### config.mk
export PLATFORM = sky130hd
export DESIGN_NAME = lvm_monitor
export DESIGN_NICKNAME = d
export VERILOG_FILES = /design/src/rtl/lvm_pkg.sv /design/src/rtl/lvm_monitor.sv
export SDC_FILE = /design/constraint.sdc
export NUM_CORES = 1
export LEC_CHECK = 0
export ABC_AREA = 1
export ABC_CLOCK_PERIOD_IN_PS = 3000
export BUFFER_PORTS_ARGS = -buffer_cell sky130_fd_sc_hd__buf_4
export CAP_MARGIN = 30
export CORE_MARGIN = 10
export CORE_UTILIZATION = 50
export CTS_CLUSTER_DIAMETER = 200
export CTS_CLUSTER_SIZE = 16
export DETAILED_ROUTE_END_ITERATION = 10
export GPL_TIMING_DRIVEN = 0
export PLACE_DENSITY_LB_ADDON = 0.3
export SETUP_SLACK_MARGIN = 0.4
export SKIP_CTS_REPAIR_TIMING = 1
export SLEW_MARGIN = 15
export SYNTH_ARGS = -nofsm -noshare
export SYNTH_HDL_FRONTEND = slang
export SYNTH_SLANG_ARGS = --single-unit
### constraint.sdc
create_clock -name clk_i -period 3 [get_ports clk_i]
set_clock_uncertainty 0.2 [all_clocks]
set_input_delay 0 -clock clk_i [delete_from_list [all_inputs] [get_ports clk_i]]
set_output_delay 0 -clock clk_i [all_outputs]
set_load 0.02 [all_outputs]
### src/rtl/lvm_pkg.sv
// Purpose: shared constants and types for the supply low-voltage monitor
// Assumes: 100 MHz system clock, 8-bit register port
// Notes:   register indexes double as port addresses (one register per address)

package lvm_pkg;

	// ****************************************************************
	// register port
	// ****************************************************************
	localparam int ADDR_W = 4;
	localparam int DATA_W = 8;

	typedef struct packed {
		logic [ADDR_W-1:0] addr;
		logic [DATA_W-1:0] wdata;
		logic              wr;
		logic              rd;
	} lvm_bus_req_s;

	// register addresses
	localparam logic [ADDR_W-1:0] LOW_VOLTAGE_MONITOR_CONTROL_ADDR = 4'h0;
	localparam logic [ADDR_W-1:0] MONITOR_IRQ_STATUS_ADDR          = 4'h1;

	// control register field positions
	localparam int CTRL_DETECT_BIT = 5;
	localparam int CTRL_ENABLE_BIT = 4;
	localparam int CTRL_SEL_HI     = 2;
	localparam int CTRL_SEL_LO     = 0;
	// status register field position
	localparam int STAT_IRQ_BIT    = 0;

	// reset values
	localparam logic       ENABLE_RST = 1'b0;
	localparam logic [2:0] SEL_RST    = 3'h0;
	localparam logic       DETECT_RST = 1'b0;
	localparam logic       IRQ_RST    = 1'b0;

	// ****************************************************************
	// timing
	// ****************************************************************
	localparam int CLK_PERIOD_NS          = 10;
	// detection delay before the request flag may rise
	localparam int MONITOR_IRQ_DELAY_NS   = 100;
	localparam int MONITOR_IRQ_DELAY_CYC  =
		(MONITOR_IRQ_DELAY_NS + CLK_PERIOD_NS - 1) / CLK_PERIOD_NS;

	// ****************************************************************
	// threshold levels in millivolts
	// ****************************************************************
	localparam int SUPPLY_W = 13;

	function automatic logic [SUPPLY_W-1:0] lvm_threshold_mv(input logic [2:0] sel);
		logic [SUPPLY_W-1:0] mv;
		mv = 13'h7D0;
		case (sel)
			3'h0: mv = 13'h7D0; // 2.0 V
			3'h1: mv = 13'h898; // 2.2 V
			3'h2: mv = 13'h960; // 2.4 V
			3'h3: mv = 13'hA8C; // 2.7 V
			3'h4: mv = 13'hBB8; // 3.0 V
			3'h5: mv = 13'hCE4; // 3.3 V
			3'h6: mv = 13'hE10; // 3.6 V
			default: mv = 13'hFA0; // 4.0 V
		endcase
		return mv;
	endfunction

endpackage

### src/rtl/lvm_monitor.sv
// Purpose: control, detect flag and delayed request flag of the supply monitor
// Assumes: supply_mv_i is a digitised supply reading from the analog front end
// Notes:   one clock, synchronous active-low reset, no wait states on the port
//
// Notes on behaviour
// - unused control bits 7, 6, 3 read zero
// - control bit 5 is read-only detect flag
// - control bit 4 switches the detector on/off
// - bits 2..0 pick one of eight levels
// - enabled: flag high while supply below threshold
// - flag follows comparator, may toggle repeatedly
// - request flag rises only after detection delay
// - set request wakes core; software may preset

`timescale 1ns/1ns

module lvm_monitor
	import lvm_pkg::*;
#(
	parameter int CNT_W = 8
) (
	input  wire logic                clk_i,
	input  wire logic                rst_n_i,
	input  wire lvm_bus_req_s        bus_i,
	output logic      [DATA_W-1:0]   bus_rdata_o,
	input  wire logic [SUPPLY_W-1:0] supply_mv_i,
	output logic                     monitor_power_on_o,
	output logic                     supply_low_detect_o,
	output logic                     irq_request_o,
	output logic                     wake_o
);

	localparam logic [CNT_W-1:0] IRQ_LAST = CNT_W'(MONITOR_IRQ_DELAY_CYC - 1);

	// ****************************************************************
	// state
	// ****************************************************************
	logic                supply_low_detect_flag;
	logic                supply_monitor_enable;
	logic [2:0]          supply_threshold_select;
	logic                supply_monitor_irq_request;
	logic [CNT_W-1:0]    irq_cnt;
	logic [SUPPLY_W-1:0] supply_meta;
	logic [SUPPLY_W-1:0] supply_sync;
	logic [DATA_W-1:0]   rdata;

	logic                next_detect;
	logic                next_enable;
	logic [2:0]          next_sel;
	logic                next_irq;
	logic [CNT_W-1:0]    next_irq_cnt;
	logic [DATA_W-1:0]   next_rdata;

	logic                wr_ctrl;
	logic                wr_stat;
	logic                below;
	logic                irq_set;

	// decoded write strobes
	assign wr_ctrl = bus_i.wr && (bus_i.addr == LOW_VOLTAGE_MONITOR_CONTROL_ADDR);
	assign wr_stat = bus_i.wr && (bus_i.addr == MONITOR_IRQ_STATUS_ADDR);

	// ****************************************************************
	// supply synchroniser
	// ****************************************************************
	// the reading comes from the analog domain, so two stages before use
	always_ff @(posedge clk_i) begin
		if (!rst_n_i) begin
			supply_meta <= '0;
			supply_sync <= '0;
		end else begin
			supply_meta <= supply_mv_i;
			supply_sync <= supply_meta;
		end
	end

	// ****************************************************************
	// control and comparator
	// ****************************************************************
	// comparator against the selected level, always evaluated; the enable masks its result so the flag stays low when disabled
	always_comb begin
		below       = supply_sync < lvm_threshold_mv(supply_threshold_select);
		next_enable = supply_monitor_enable;
		next_sel    = supply_threshold_select;
		if (wr_ctrl) begin
			next_enable = bus_i.wdata[CTRL_ENABLE_BIT];
			next_sel    = bus_i.wdata[CTRL_SEL_HI:CTRL_SEL_LO];
		end
		// no hysteresis: near the level the flag may chatter
		next_detect = supply_monitor_enable && below;
	end

	always_ff @(posedge clk_i) begin
		if (!rst_n_i) begin
			supply_monitor_enable   <= ENABLE_RST;
			supply_threshold_select <= SEL_RST;
			supply_low_detect_flag  <= DETECT_RST;
		end else begin
			supply_monitor_enable   <= next_enable;
			supply_threshold_select <= next_sel;
			supply_low_detect_flag  <= next_detect;
		end
	end

	// ****************************************************************
	// delayed request flag
	// ****************************************************************
	// the run counter restarts on any drop so short dips never raise a request
	always_comb begin
		irq_set      = supply_low_detect_flag && (irq_cnt >= IRQ_LAST);
		next_irq_cnt = '0;
		if (supply_low_detect_flag) begin
			next_irq_cnt = (irq_cnt >= IRQ_LAST) ? irq_cnt : irq_cnt + 1'b1;
		end
		next_irq = supply_monitor_irq_request;
		if (wr_stat) begin
			next_irq = bus_i.wdata[STAT_IRQ_BIT];
		end
		// hardware set wins over a software clear in the same cycle
		if (irq_set) begin
			next_irq = 1'b1;
		end
	end

	always_ff @(posedge clk_i) begin
		if (!rst_n_i) begin
			irq_cnt                    <= '0;
			supply_monitor_irq_request <= IRQ_RST;
		end else begin
			irq_cnt                    <= next_irq_cnt;
			supply_monitor_irq_request <= next_irq;
		end
	end

	// ****************************************************************
	// read port
	// ****************************************************************
	// data only in the cycle after the strobe; unmapped addresses read zero
	always_comb begin
		next_rdata = '0;
		if (bus_i.rd) begin
			if (bus_i.addr == LOW_VOLTAGE_MONITOR_CONTROL_ADDR) begin
				next_rdata[CTRL_DETECT_BIT]         = supply_low_detect_flag;
				next_rdata[CTRL_ENABLE_BIT]         = supply_monitor_enable;
				next_rdata[CTRL_SEL_HI:CTRL_SEL_LO] = supply_threshold_select;
			end else if (bus_i.addr == MONITOR_IRQ_STATUS_ADDR) begin
				next_rdata[STAT_IRQ_BIT] = supply_monitor_irq_request;
			end
		end
	end

	always_ff @(posedge clk_i) begin
		if (!rst_n_i) begin
			rdata <= '0;
		end else begin
			rdata <= next_rdata;
		end
	end

	// outputs
	assign bus_rdata_o         = rdata;
	assign monitor_power_on_o  = supply_monitor_enable;
	assign supply_low_detect_o = supply_low_detect_flag;
	assign irq_request_o       = supply_monitor_irq_request;
	// wake follows the flag, so a software preset of the flag also raises wake
	assign wake_o              = supply_monitor_irq_request;
endmodule

==> flow_summary.json, run 1 <==
{
  "core_area_um2": 3310,
  "setup_tns_ps": 0,
  "drive_gt1_frac": 0.163,
  "synth_area_leader_cell": "dfxtp_1",
  "ios": 41,
  "worstPathMaxFanout": 8,
  "endpoint_kind": "flip-flop",
  "netlist.area_leader.share": 0.484,
  "path_class": "input pin to flip-flop",
  "critPathBufInv": 4,
  "overflow": 0,
  "vias_per_cell": 4.46,
  "syn_avg_cell_area_um2": 7.56,
  "drt_wl_total_um": 4030,
  "drc": 0,
  "holdPathStages": 4,
  "ant_nets": 0,
  "hpwl_um": 2420,
  "period_needed_ps": 2400,
  "dieArea_um2": 6120,
  "die_w_um": 78.2,
  "crit_path_frequent_cell": "dlygate4sd3_1",
  "numCtsBuffers": 5,
  "grt_pass1_vias": 1211,
  "grt_util_all_layers": 0.101,
  "vias": 1548,
  "max_stage_delay_ps": 620,
  "syn2layout_area_growth_pct": 44.9,
  "insertion_delay_ps": 350,
  "critPathSlowestCell": "dlygate4sd3_1",
  "worstHoldPathType": "input pin to flip-flop",
  "ir_drop_uv": 324,
  "maxCapViolCount": 0,
  "cts_tree": "yes",
  "grt_max_degree": 14,
  "synth_cells": 224,
  "htree_levels": 2,
  "rsz0062_at_grt": "false",
  "fillCellCount": 260,
  "place.gp.congestion": 0.830,
  "io_buffers": 31,
  "ys_types": 19,
  "r2r.worst_path.cells": 12,
  "ys_seq_area_frac": 0.484,
  "synth-seq-cells": 41,
  "fmax_mhz": 416,
  "wire_per_inst_um": 11.6,
  "fin_crit_sh": 0.801,
  "antenna_cells": 0,
  "layout.nets": 341,
  "powerDensity_nw_per_um2": 455,
  "initial_core_util": 0.512,
  "worstPathCellList": "dlygate4sd3_1 > buf_4 > nor2_1 > nand2_2 > o21ai_0 > dlygate4sd3_1 > a21oi_1 > dlygate4sd3_1",
  "yosys_warnings": 0,
  "die_h_um": 78.2,
  "clkSinkCount": 41,
  "dp_slack_ps": 1040,
  "setup_slack_ps": 596,
  "antenna_found_initial": 0,
  "crit_family": "buffers and inverters",
  "cp.depth": 8,
  "outcome": "finished, final reports clean",
  "synth_area_um2": 1690,
  "static-leakage-power_uw": 0.00132,
  "grt_pass1_wl_um": 5000,
  "clkTransAtPathRegs_ps": 120,
  "cp.required_ps": 3050,
  "hold-worst-slack_ps": 173,
  "drt_iter0_drc": 92,
  "cts_buffer_depth": 2,
  "hold_viol": 0,
  "arrival_ps": 2450,
  "final_cell_mix": "nand2_1 (52), inv_1 (48), dfxtp_1 (41)",
  "slew_violations": 0,
  "rows": 21,
  "cts-root-buf": "clkbuf_4",
  "setup_viol": 0,
  "yosys-top-cells-area": "dfxtp_1 (48%), nand2_1 (12%), inv_1 (11%)",
  "first_pass_iters": 5,
  "layout_commonest_cell": "nand2_1",
  "startpoint_type": "input pin"
}
==> final cells by class <==
cell class / instances / area, µm² / share of cell area
buffer: 7 / 42.5 / 0.0173
clock buffer: 5 / 37.5 / 0.0153
clock inverter: 3 / 65.1 / 0.0265
inverter: 50 / 188 / 0.0765
multi-input combinational: 128 / 651 / 0.265
sequential: 41 / 821 / 0.334
tap: 46 / 57.6 / 0.0234
timing repair buffer: 67 / 593 / 0.242
==> through the flow <==
step | util | instance area (µm²) | total power, µW | cells
2_1_floorplan | - | 1700 | 622 | 226
3_3_place_gp | 0.602 | 1990 | 654 | 303
3_5_place_dp | 0.602 | 1990 | 657 | 303
4_1_cts | 0.633 | 2090 | 1080 | 311
5_1_grt | 0.741 | 2450 | 1160 | 347
6_report | 0.741 | 2450 | 1120 | 347
==> state kept, by name (all words and copies together) (netlist names) <==
signal and cells:
supply_meta 11, supply_sync 11, irq_cnt 8, bus_rdata_o 5
supply_threshold_select 3, irq_request_o 1, monitor_power_on_o 1, supply_low_detect_o 1
==> worst register-to-register path, cell delays in order (launching register included) <==
cell	delay [ps]
dfxtp_1	440
inv_2	90
nand2_1	120
nor2_1	80
nor3_1	180
ha_1	290
nand2_1	70
inv_1	50
nand2_1	60
nand2_1	60
a21oi_1	160
nand3_1	100
nor2_1	80
==> power by group <==
| part | total [µW] | internal, µW | switching [µW] |
|---|---|---|---|
| logic | 115 | 65.0 | 49.6 |
| registers | 566 | 560 | 6.45 |
| clock network | 436 | 258 | 178 |
==> synthesized netlist by cell type, drive strengths merged <==
library cell and number:
a21oi 12, buf 5, o22ai 1, conb 1, nand2 53, clkbuf 2, dfxtp 41, o21ai 10
nand3 8, nand3b 1, inv 50, ha 12, nor2 24, nor3 4
==> routing by layer <==
layer	track usage	part of all wire	wire [µm]	vias to the layer above
met2	0.165	0.53	2120	39
met3	0.0376	0.047	191	7
met1	0.113	0.41	1670	690
met4	0.0484	0.013	51	0
met5	0	0	0	-
li1	-	-	-	812
==> cells by family after synthesis <==
| family | Yosys count | share of synthesized area |
|---|---|---|
| simple gates | 90 | 0.213 |
| buf+inv | 57 | 0.136 |
| flops | 41 | 0.484 |
| compound gates | 23 | 0.0753 |
| fa+ha+maj | 12 | 0.0886 |
| other cells | 1 | 0.00221 |
==> final timing paths <==
kind | start | end | slack, ps
hold reg to reg | supply_meta[12] | supply_sync[12] | 220
setup reg to reg | supply_threshold_select[1] | supply_low_detect_o | 980
hold / removal | supply_mv_i[11] | supply_meta[11] | 170
setup / recovery | bus_i[10] | monitor_power_on_o | 600
(Power assumes the default switching activity.)
==> inputs of run 2 (changes only) <==
--- a/config.mk
+++ b/config.mk
@@ -5,12 +5,12 @@
 export SDC_FILE = /design/constraint.sdc
 export NUM_CORES = 1
 export LEC_CHECK = 0
-export ABC_AREA = 1
-export ABC_CLOCK_PERIOD_IN_PS = 3000
+export ABC_AREA = 0
+export ABC_CLOCK_PERIOD_IN_PS = 2200
 export BUFFER_PORTS_ARGS = -buffer_cell sky130_fd_sc_hd__buf_4
 export CAP_MARGIN = 30
 export CORE_MARGIN = 10
-export CORE_UTILIZATION = 50
+export CORE_UTILIZATION = 46
 export CTS_CLUSTER_DIAMETER = 200
 export CTS_CLUSTER_SIZE = 16
 export DETAILED_ROUTE_END_ITERATION = 10
==> constraint.sdc (replaced) <==
create_clock -name clk_i -period 2.2 [get_ports clk_i]
set_clock_uncertainty 0.2 [all_clocks]
set_input_delay 0 -clock clk_i [delete_from_list [all_inputs] [get_ports clk_i]]
set_output_delay 0 -clock clk_i [all_outputs]
set_load 0.02 [all_outputs]
==> flow_summary.json, run 2 <==
{
  "outcome": "finished, final reports clean",
  "place.gp.congestion": 0.835,
  "combPwrFrac": 0.092,
  "clkSinkCount": 41,
  "p_switching_uw": 296,
  "swShare": 0.198,
  "synth-simple-area-share": 0.216,
  "netlist.area_leader.share": 0.501,
  "met2_usage": 0.172,
  "synth_fa_ha_area_frac": 0.0917,
  "powerDensity_nw_per_um2": 610,
  "pwr-share-seq": 0.513,
  "cts-root-buf": "clkbuf_4",
  "synth_cells": 162,
  "dieArea_um2": 6350,
  "grt_pass1_wl_um": 5310,
  "crit_family": "compound AO/OA/AOI/OAI gates",
  "layout_commonest_cell": "buf_4",
  "hold_viol": 0,
  "drc": 0,
  "io_buffers": 31,
  "busiest_layer": "met2",
  "cts_buffer_depth": 2,
  "hpwl_um": 2450,
  "grt_pass1_vias": 1235,
  "dp_slack_ps": 158,
  "setup_slack_ps": 248,
  "slew_violations": 0,
  "antenna_cells": 0,
  "ys_types": 34,
  "use_met3": 0.0653,
  "worstPathCellList": "buf_6 > inv_4 > or3_1 > o21ai_1 > ha_2 > o211ai_1 > a211oi_2 > a21oi_1",
  "yosys-top-cells-area": "dfxtp_1 (50%), and2_1 (9.5%), ha_1 (9.2%)",
  "r2r.worst_path.cells": 8,
  "clkTransAtPathRegs_ps": 120,
  "drt_wl_total_um": 3670,
  "maxCapViolCount": 0,
  "layout.nets": 281,
  "critPathBufInv": 2,
  "synth_top_family_by_area": "simple AND/OR/NAND/NOR gates",
  "vias": 1354,
  "period_needed_ps": 1950,
  "grt_util_all_layers": 0.104,
  "insertion_delay_ps": 350,
  "core_area_um2": 3390,
  "drt_iter0_drc": 73,
  "p_total_uw": 1500,
  "ys_seq_area_frac": 0.501,
  "ir_drop_uv": 521,
  "synth_top_cells_by_count": "dfxtp_1 (41), and2_1 (25), nor2_1 (17)",
  "syn2layout_area_growth_pct": 50.0,
  "synth_compound_area_frac": 0.0634,
  "rows": 21,
  "syn_avg_cell_area_um2": 10.1,
  "startpoint_type": "flip-flop",
  "fin_crit_sh": 0.887,
  "final_cell_mix": "buf_4 (41), dfxtp_1 (36), dlygate4sd3_1 (32)",
  "synth_xor_area_frac": 0.0267,
  "synthMuxAreaShare": 0.0489,
  "worstPathMaxFanout": 8,
  "fin_area_um2": 2460,
  "p_int_uw": 1200,
  "wire_per_inst_um": 12.8,
  "fillCellCount": 238,
  "initial_core_util": 0.483,
  "rsz0062_at_grt": "true",
  "endpoint_kind": "flip-flop",
  "synth_area_um2": 1640,
  "vias_per_cell": 4.72,
  "setup_tns_ps": 0,
  "first_pass_iters": 4,
  "die_h_um": 79.7,
  "drive_gt1_frac": 0.282,
  "synth_area_leader_cell": "dfxtp_1",
  "ios": 41,
  "grt_max_degree": 14,
  "ant_nets": 0,
  "synth_most_common_cell": "dfxtp_1",
  "synth-seq-cells": 41,
  "ys_async_sr_fraction": 0,
  "ys.flop_type": "dfxtp_1",
  "arrival_ps": 2030,
  "critPathSlowestCell": "dfxtp_2",
  "hold-worst-slack_ps": 14.1,
  "synth_edf_count": 0,
  "cp.required_ps": 2280,
  "numCtsBuffers": 5,
  "clockPowerShare": 0.396,
  "yosys_warnings": 0,
  "htree_levels": 2,
  "max_stage_delay_ps": 340,
  "grt_util_met1": 0.104,
  "fmax_mhz": 512,
  "overflow": 0,
  "holdPathStages": 3,
  "worstHoldPathType": "input pin to flip-flop",
  "cts_tree": "yes",
  "setup_viol": 0,
  "die_w_um": 79.7,
  "antenna_found_initial": 0,
  "largestRegisters": "supply_meta: 11 flops, supply_sync: 11 flops, irq_cnt: 8 flops",
  "static-leakage-power_uw": 0.00112,
  "path_class": "flip-flop to flip-flop",
  "cp.depth": 8,
  "place_area_um2": 1950
}
-- run 2: cell types whose count changed in the layout (fill, tap and decap cells not counted), sizes merged, moves of 7 or more --
cell	previous run	this run
buf	36	44
o21ai	10	3
and2	0	25
mux2i	0	8
nor2	24	17
nand2	53	4
inv	50	6
a21oi	12	3
-- run 2: cell families after synthesis --
logic type | after synthesis
flops | 41
xor+xnor | 5
compound gates | 14
simple gates | 64
mux | 8
fa+ha+maj | 12
buf+inv | 17
other cells | 1
-- run 2: cell type report --
class                           instances  area, µm²  area share
Clock inverter                          3       65.1      0.0265
Tap cell                               46       57.6      0.0234
Timing Repair Buffer                   69        598       0.244
Multi-Input combinational cell        106        766       0.312
Clock buffer                            5       37.5      0.0153
Inverter                                6       25.0      0.0102
Sequential cell                        41        827       0.337
Buffer                                 11       80.1      0.0326
-- run 2: stage by stage --
| stage | instances | utilization |
|---|---|---|
| 2_1_floorplan | 164 | - |
| 3_3_place_gp | 241 | 0.575 |
| 3_5_place_dp | 241 | 0.575 |
| 4_1_cts | 249 | 0.605 |
| 5_1_grt | 287 | 0.725 |
| 6_report | 287 | 0.725 |
-- run 2: worst paths after layout --
| check | endpoint | startpoint | slack, ps |
|---|---|---|---|
| min | supply_sync[11] | rst_n_i | 10 |
| max reg2reg | supply_low_detect_o | supply_threshold_select[1] | 250 |
| max | supply_low_detect_o | supply_threshold_select[1] | 250 |
| min reg2reg | supply_sync[4] | supply_meta[4] | 240 |
-- run 2: power by group through the flow --
| stage | clock (µW) | combinational [µW] | sequential [µW] |
|---|---|---|---|
| global route | 642 | 152 | 771 |
| finish | 593 | 137 | 768 |
| global placement | 0 | 86.8 | 784 |
| floorplan | 0 | 48.0 | 784 |
| CTS | 599 | 91.5 | 768 |
| detailed placement | 0 | 91.1 | 785 |
-- run 2: worst register-to-register path: cells and delay by family, from the launching register on --
family,cells,cell delay [ps]
flops,1,340
simple gates,1,310
buf+inv,2,180
compound gates,4,570
fa+ha+maj,1,290
-- run 2: metal layers --
metal	vias up	wire, µm
li1	692	-
met1	622	1470
met2	36	1880
met3	4	284
met4	0	36
met5	-	0
==> inputs of run 3 (changes only) <==
--- a/config.mk
+++ b/config.mk
@@ -7,7 +7,7 @@
 export LEC_CHECK = 0
 export ABC_AREA = 0
 export ABC_CLOCK_PERIOD_IN_PS = 2200
-export BUFFER_PORTS_ARGS = -buffer_cell sky130_fd_sc_hd__buf_4
+export BUFFER_PORTS_ARGS = -buffer_cell sky130_fd_sc_hd__buf_2
 export CAP_MARGIN = 30
 export CORE_MARGIN = 10
 export CORE_UTILIZATION = 46
==> flow_summary.json, run 3 (synthesis results as in run 2) <==
{
  "grt_max_degree": 13,
  "worstPathMaxFanout": 5,
  "setup_viol": 0,
  "hpwl_um": 2320,
  "largestRegisters": "supply_meta: 11 flops, supply_sync: 11 flops, irq_cnt: 8 flops",
  "hold-worst-slack_ps": -17.9,
  "p_total_uw": 1390,
  "path_class": "flip-flop to flip-flop",
  "worstPathCellList": "buf_6 > nand2_1 > xnor2_2 > ha_1 > a211oi_2 > o311ai_1 > a21oi_1",
  "cp.required_ps": 2290,
  "final_cell_mix": "dfxtp_1 (36), buf_2 (32), dlygate4sd3_1 (27)",
  "syn2layout_area_growth_pct": 44.0,
  "fin_crit_sh": 0.867,
  "maxCapViolCount": 0,
  "ios": 41,
  "antenna_cells": 0,
  "period_needed_ps": 1910,
  "slew_violations": 0,
  "overflow": 0,
  "layout_commonest_cell": "dfxtp_1",
  "core_area_um2": 3390,
  "drt_iter0_drc": 33,
  "fillCellCount": 256,
  "cts_buffer_depth": 2,
  "crit_family": "compound AO/OA/AOI/OAI gates",
  "powerDensity_nw_per_um2": 590,
  "endpoint_kind": "flip-flop",
  "clkSinkCount": 41,
  "place.gp.congestion": 0.868,
  "die_w_um": 79.7,
  "grt_pass1_wl_um": 5140,
  "grt_util_all_layers": 0.101,
  "multi_input_area_um2": 785,
  "static-leakage-power_uw": 0.00109,
  "vias_per_cell": 4.63,
  "dieArea_um2": 6350,
  "cts-root-buf": "clkbuf_4",
  "critPathSlowestCell": "dfxtp_4",
  "place_area_um2": 1870,
  "fmax_mhz": 524,
  "clkTransAtPathRegs_ps": 110,
  "rows": 21,
  "grt_pass1_vias": 1235,
  "critPathBufInv": 1,
  "violations": "negative hold slack",
  "seq_area_um2": 832,
  "first_pass_iters": 2,
  "wire_per_inst_um": 12.5,
  "hold_viol": 3,
  "numCtsBuffers": 5,
  "ant_nets": 0,
  "io_buffers": 31,
  "startpoint_type": "flip-flop",
  "arrival_ps": 2000,
  "die_h_um": 79.7,
  "setup_slack_ps": 293,
  "drt_wl_total_um": 3530,
  "rsz0062_at_grt": "true",
  "worstHoldPathType": "input pin to flip-flop",
  "vias": 1310,
  "drive_gt1_frac": 0.300,
  "outcome": "finished with violations",
  "max_stage_delay_ps": 390,
  "fin_area_um2": 2360,
  "layout.nets": 277,
  "antenna_found_initial": 0,
  "setup_tns_ps": 0,
  "dp_slack_ps": 134,
  "initial_core_util": 0.483,
  "htree_levels": 2,
  "cts_tree": "yes",
  "ir_drop_uv": 404,
  "drc": 0,
  "insertion_delay_ps": 350
}
## run 3: cell count changes in the layout (fill, tap and decap cells not counted), moves of 2 or more
cell,delta
buf_2,+32
buf_4,-32
dfxtp_2,-2
dfxtp_4,+2
dlygate4sd3_1,-5
inv_2,+2
## run 3: worst reg2reg max path: cells and delay by family, from the launching register on
| kind | cells | cell delay (ps) |
|---|---|---|
| adders and majority gates | 1 | 300 |
| and+or+nand+nor | 1 | 80 |
| DFF | 1 | 390 |
| xor gates and xnor gates | 1 | 140 |
| AOI/OAI and AO/OA | 3 | 620 |
| buffers and inverters | 1 | 120 |
## run 3: layout make-up
type,instances,share of cell area
buffer,11,0.0355
clock buffer,7,0.0233
timing repair buffer,65,0.209
multi-input combinational,106,0.333
clock inverter,1,0.0127
sequential,41,0.353
inverter,6,0.00955
tap,46,0.0244
## run 3: path summary, 6_finish.rpt
path | from | end | slack [ps] | cells after the start
setup / recovery | supply_threshold_select[2] | supply_low_detect_o | 290 | 7
hold / removal | rst_n_i | supply_low_detect_o | -20 | 4
setup reg to reg | supply_threshold_select[2] | supply_low_detect_o | 290 | 7
hold reg to reg | supply_meta[6] | supply_sync[6] | 240 | 1
## run 3: metal layers
metal / vias up / global-route usage / wire length (µm)
met4: 0 / 0.0591 / 61
li1: 682 / - / -
met2: 42 / 0.161 / 1720
met3: 7 / 0.0507 / 320
met1: 579 / 0.105 / 1430
met5: - / 0 / 0
## run 3: stage by stage
| step | util | cells |
|---|---|---|
| after floorplan | - | 164 |
| after global placement | 0.552 | 241 |
| after detailed placement | 0.552 | 241 |
| after CTS | 0.577 | 249 |
| after global routing | 0.696 | 283 |
| final | 0.696 | 283 |
## run 3: power breakdown
| part | internal, µW | switching (µW) |
|---|---|---|
| Combinational | 73.6 | 45.0 |
| Clock | 271 | 234 |
| Sequential | 760 | 6.58 |
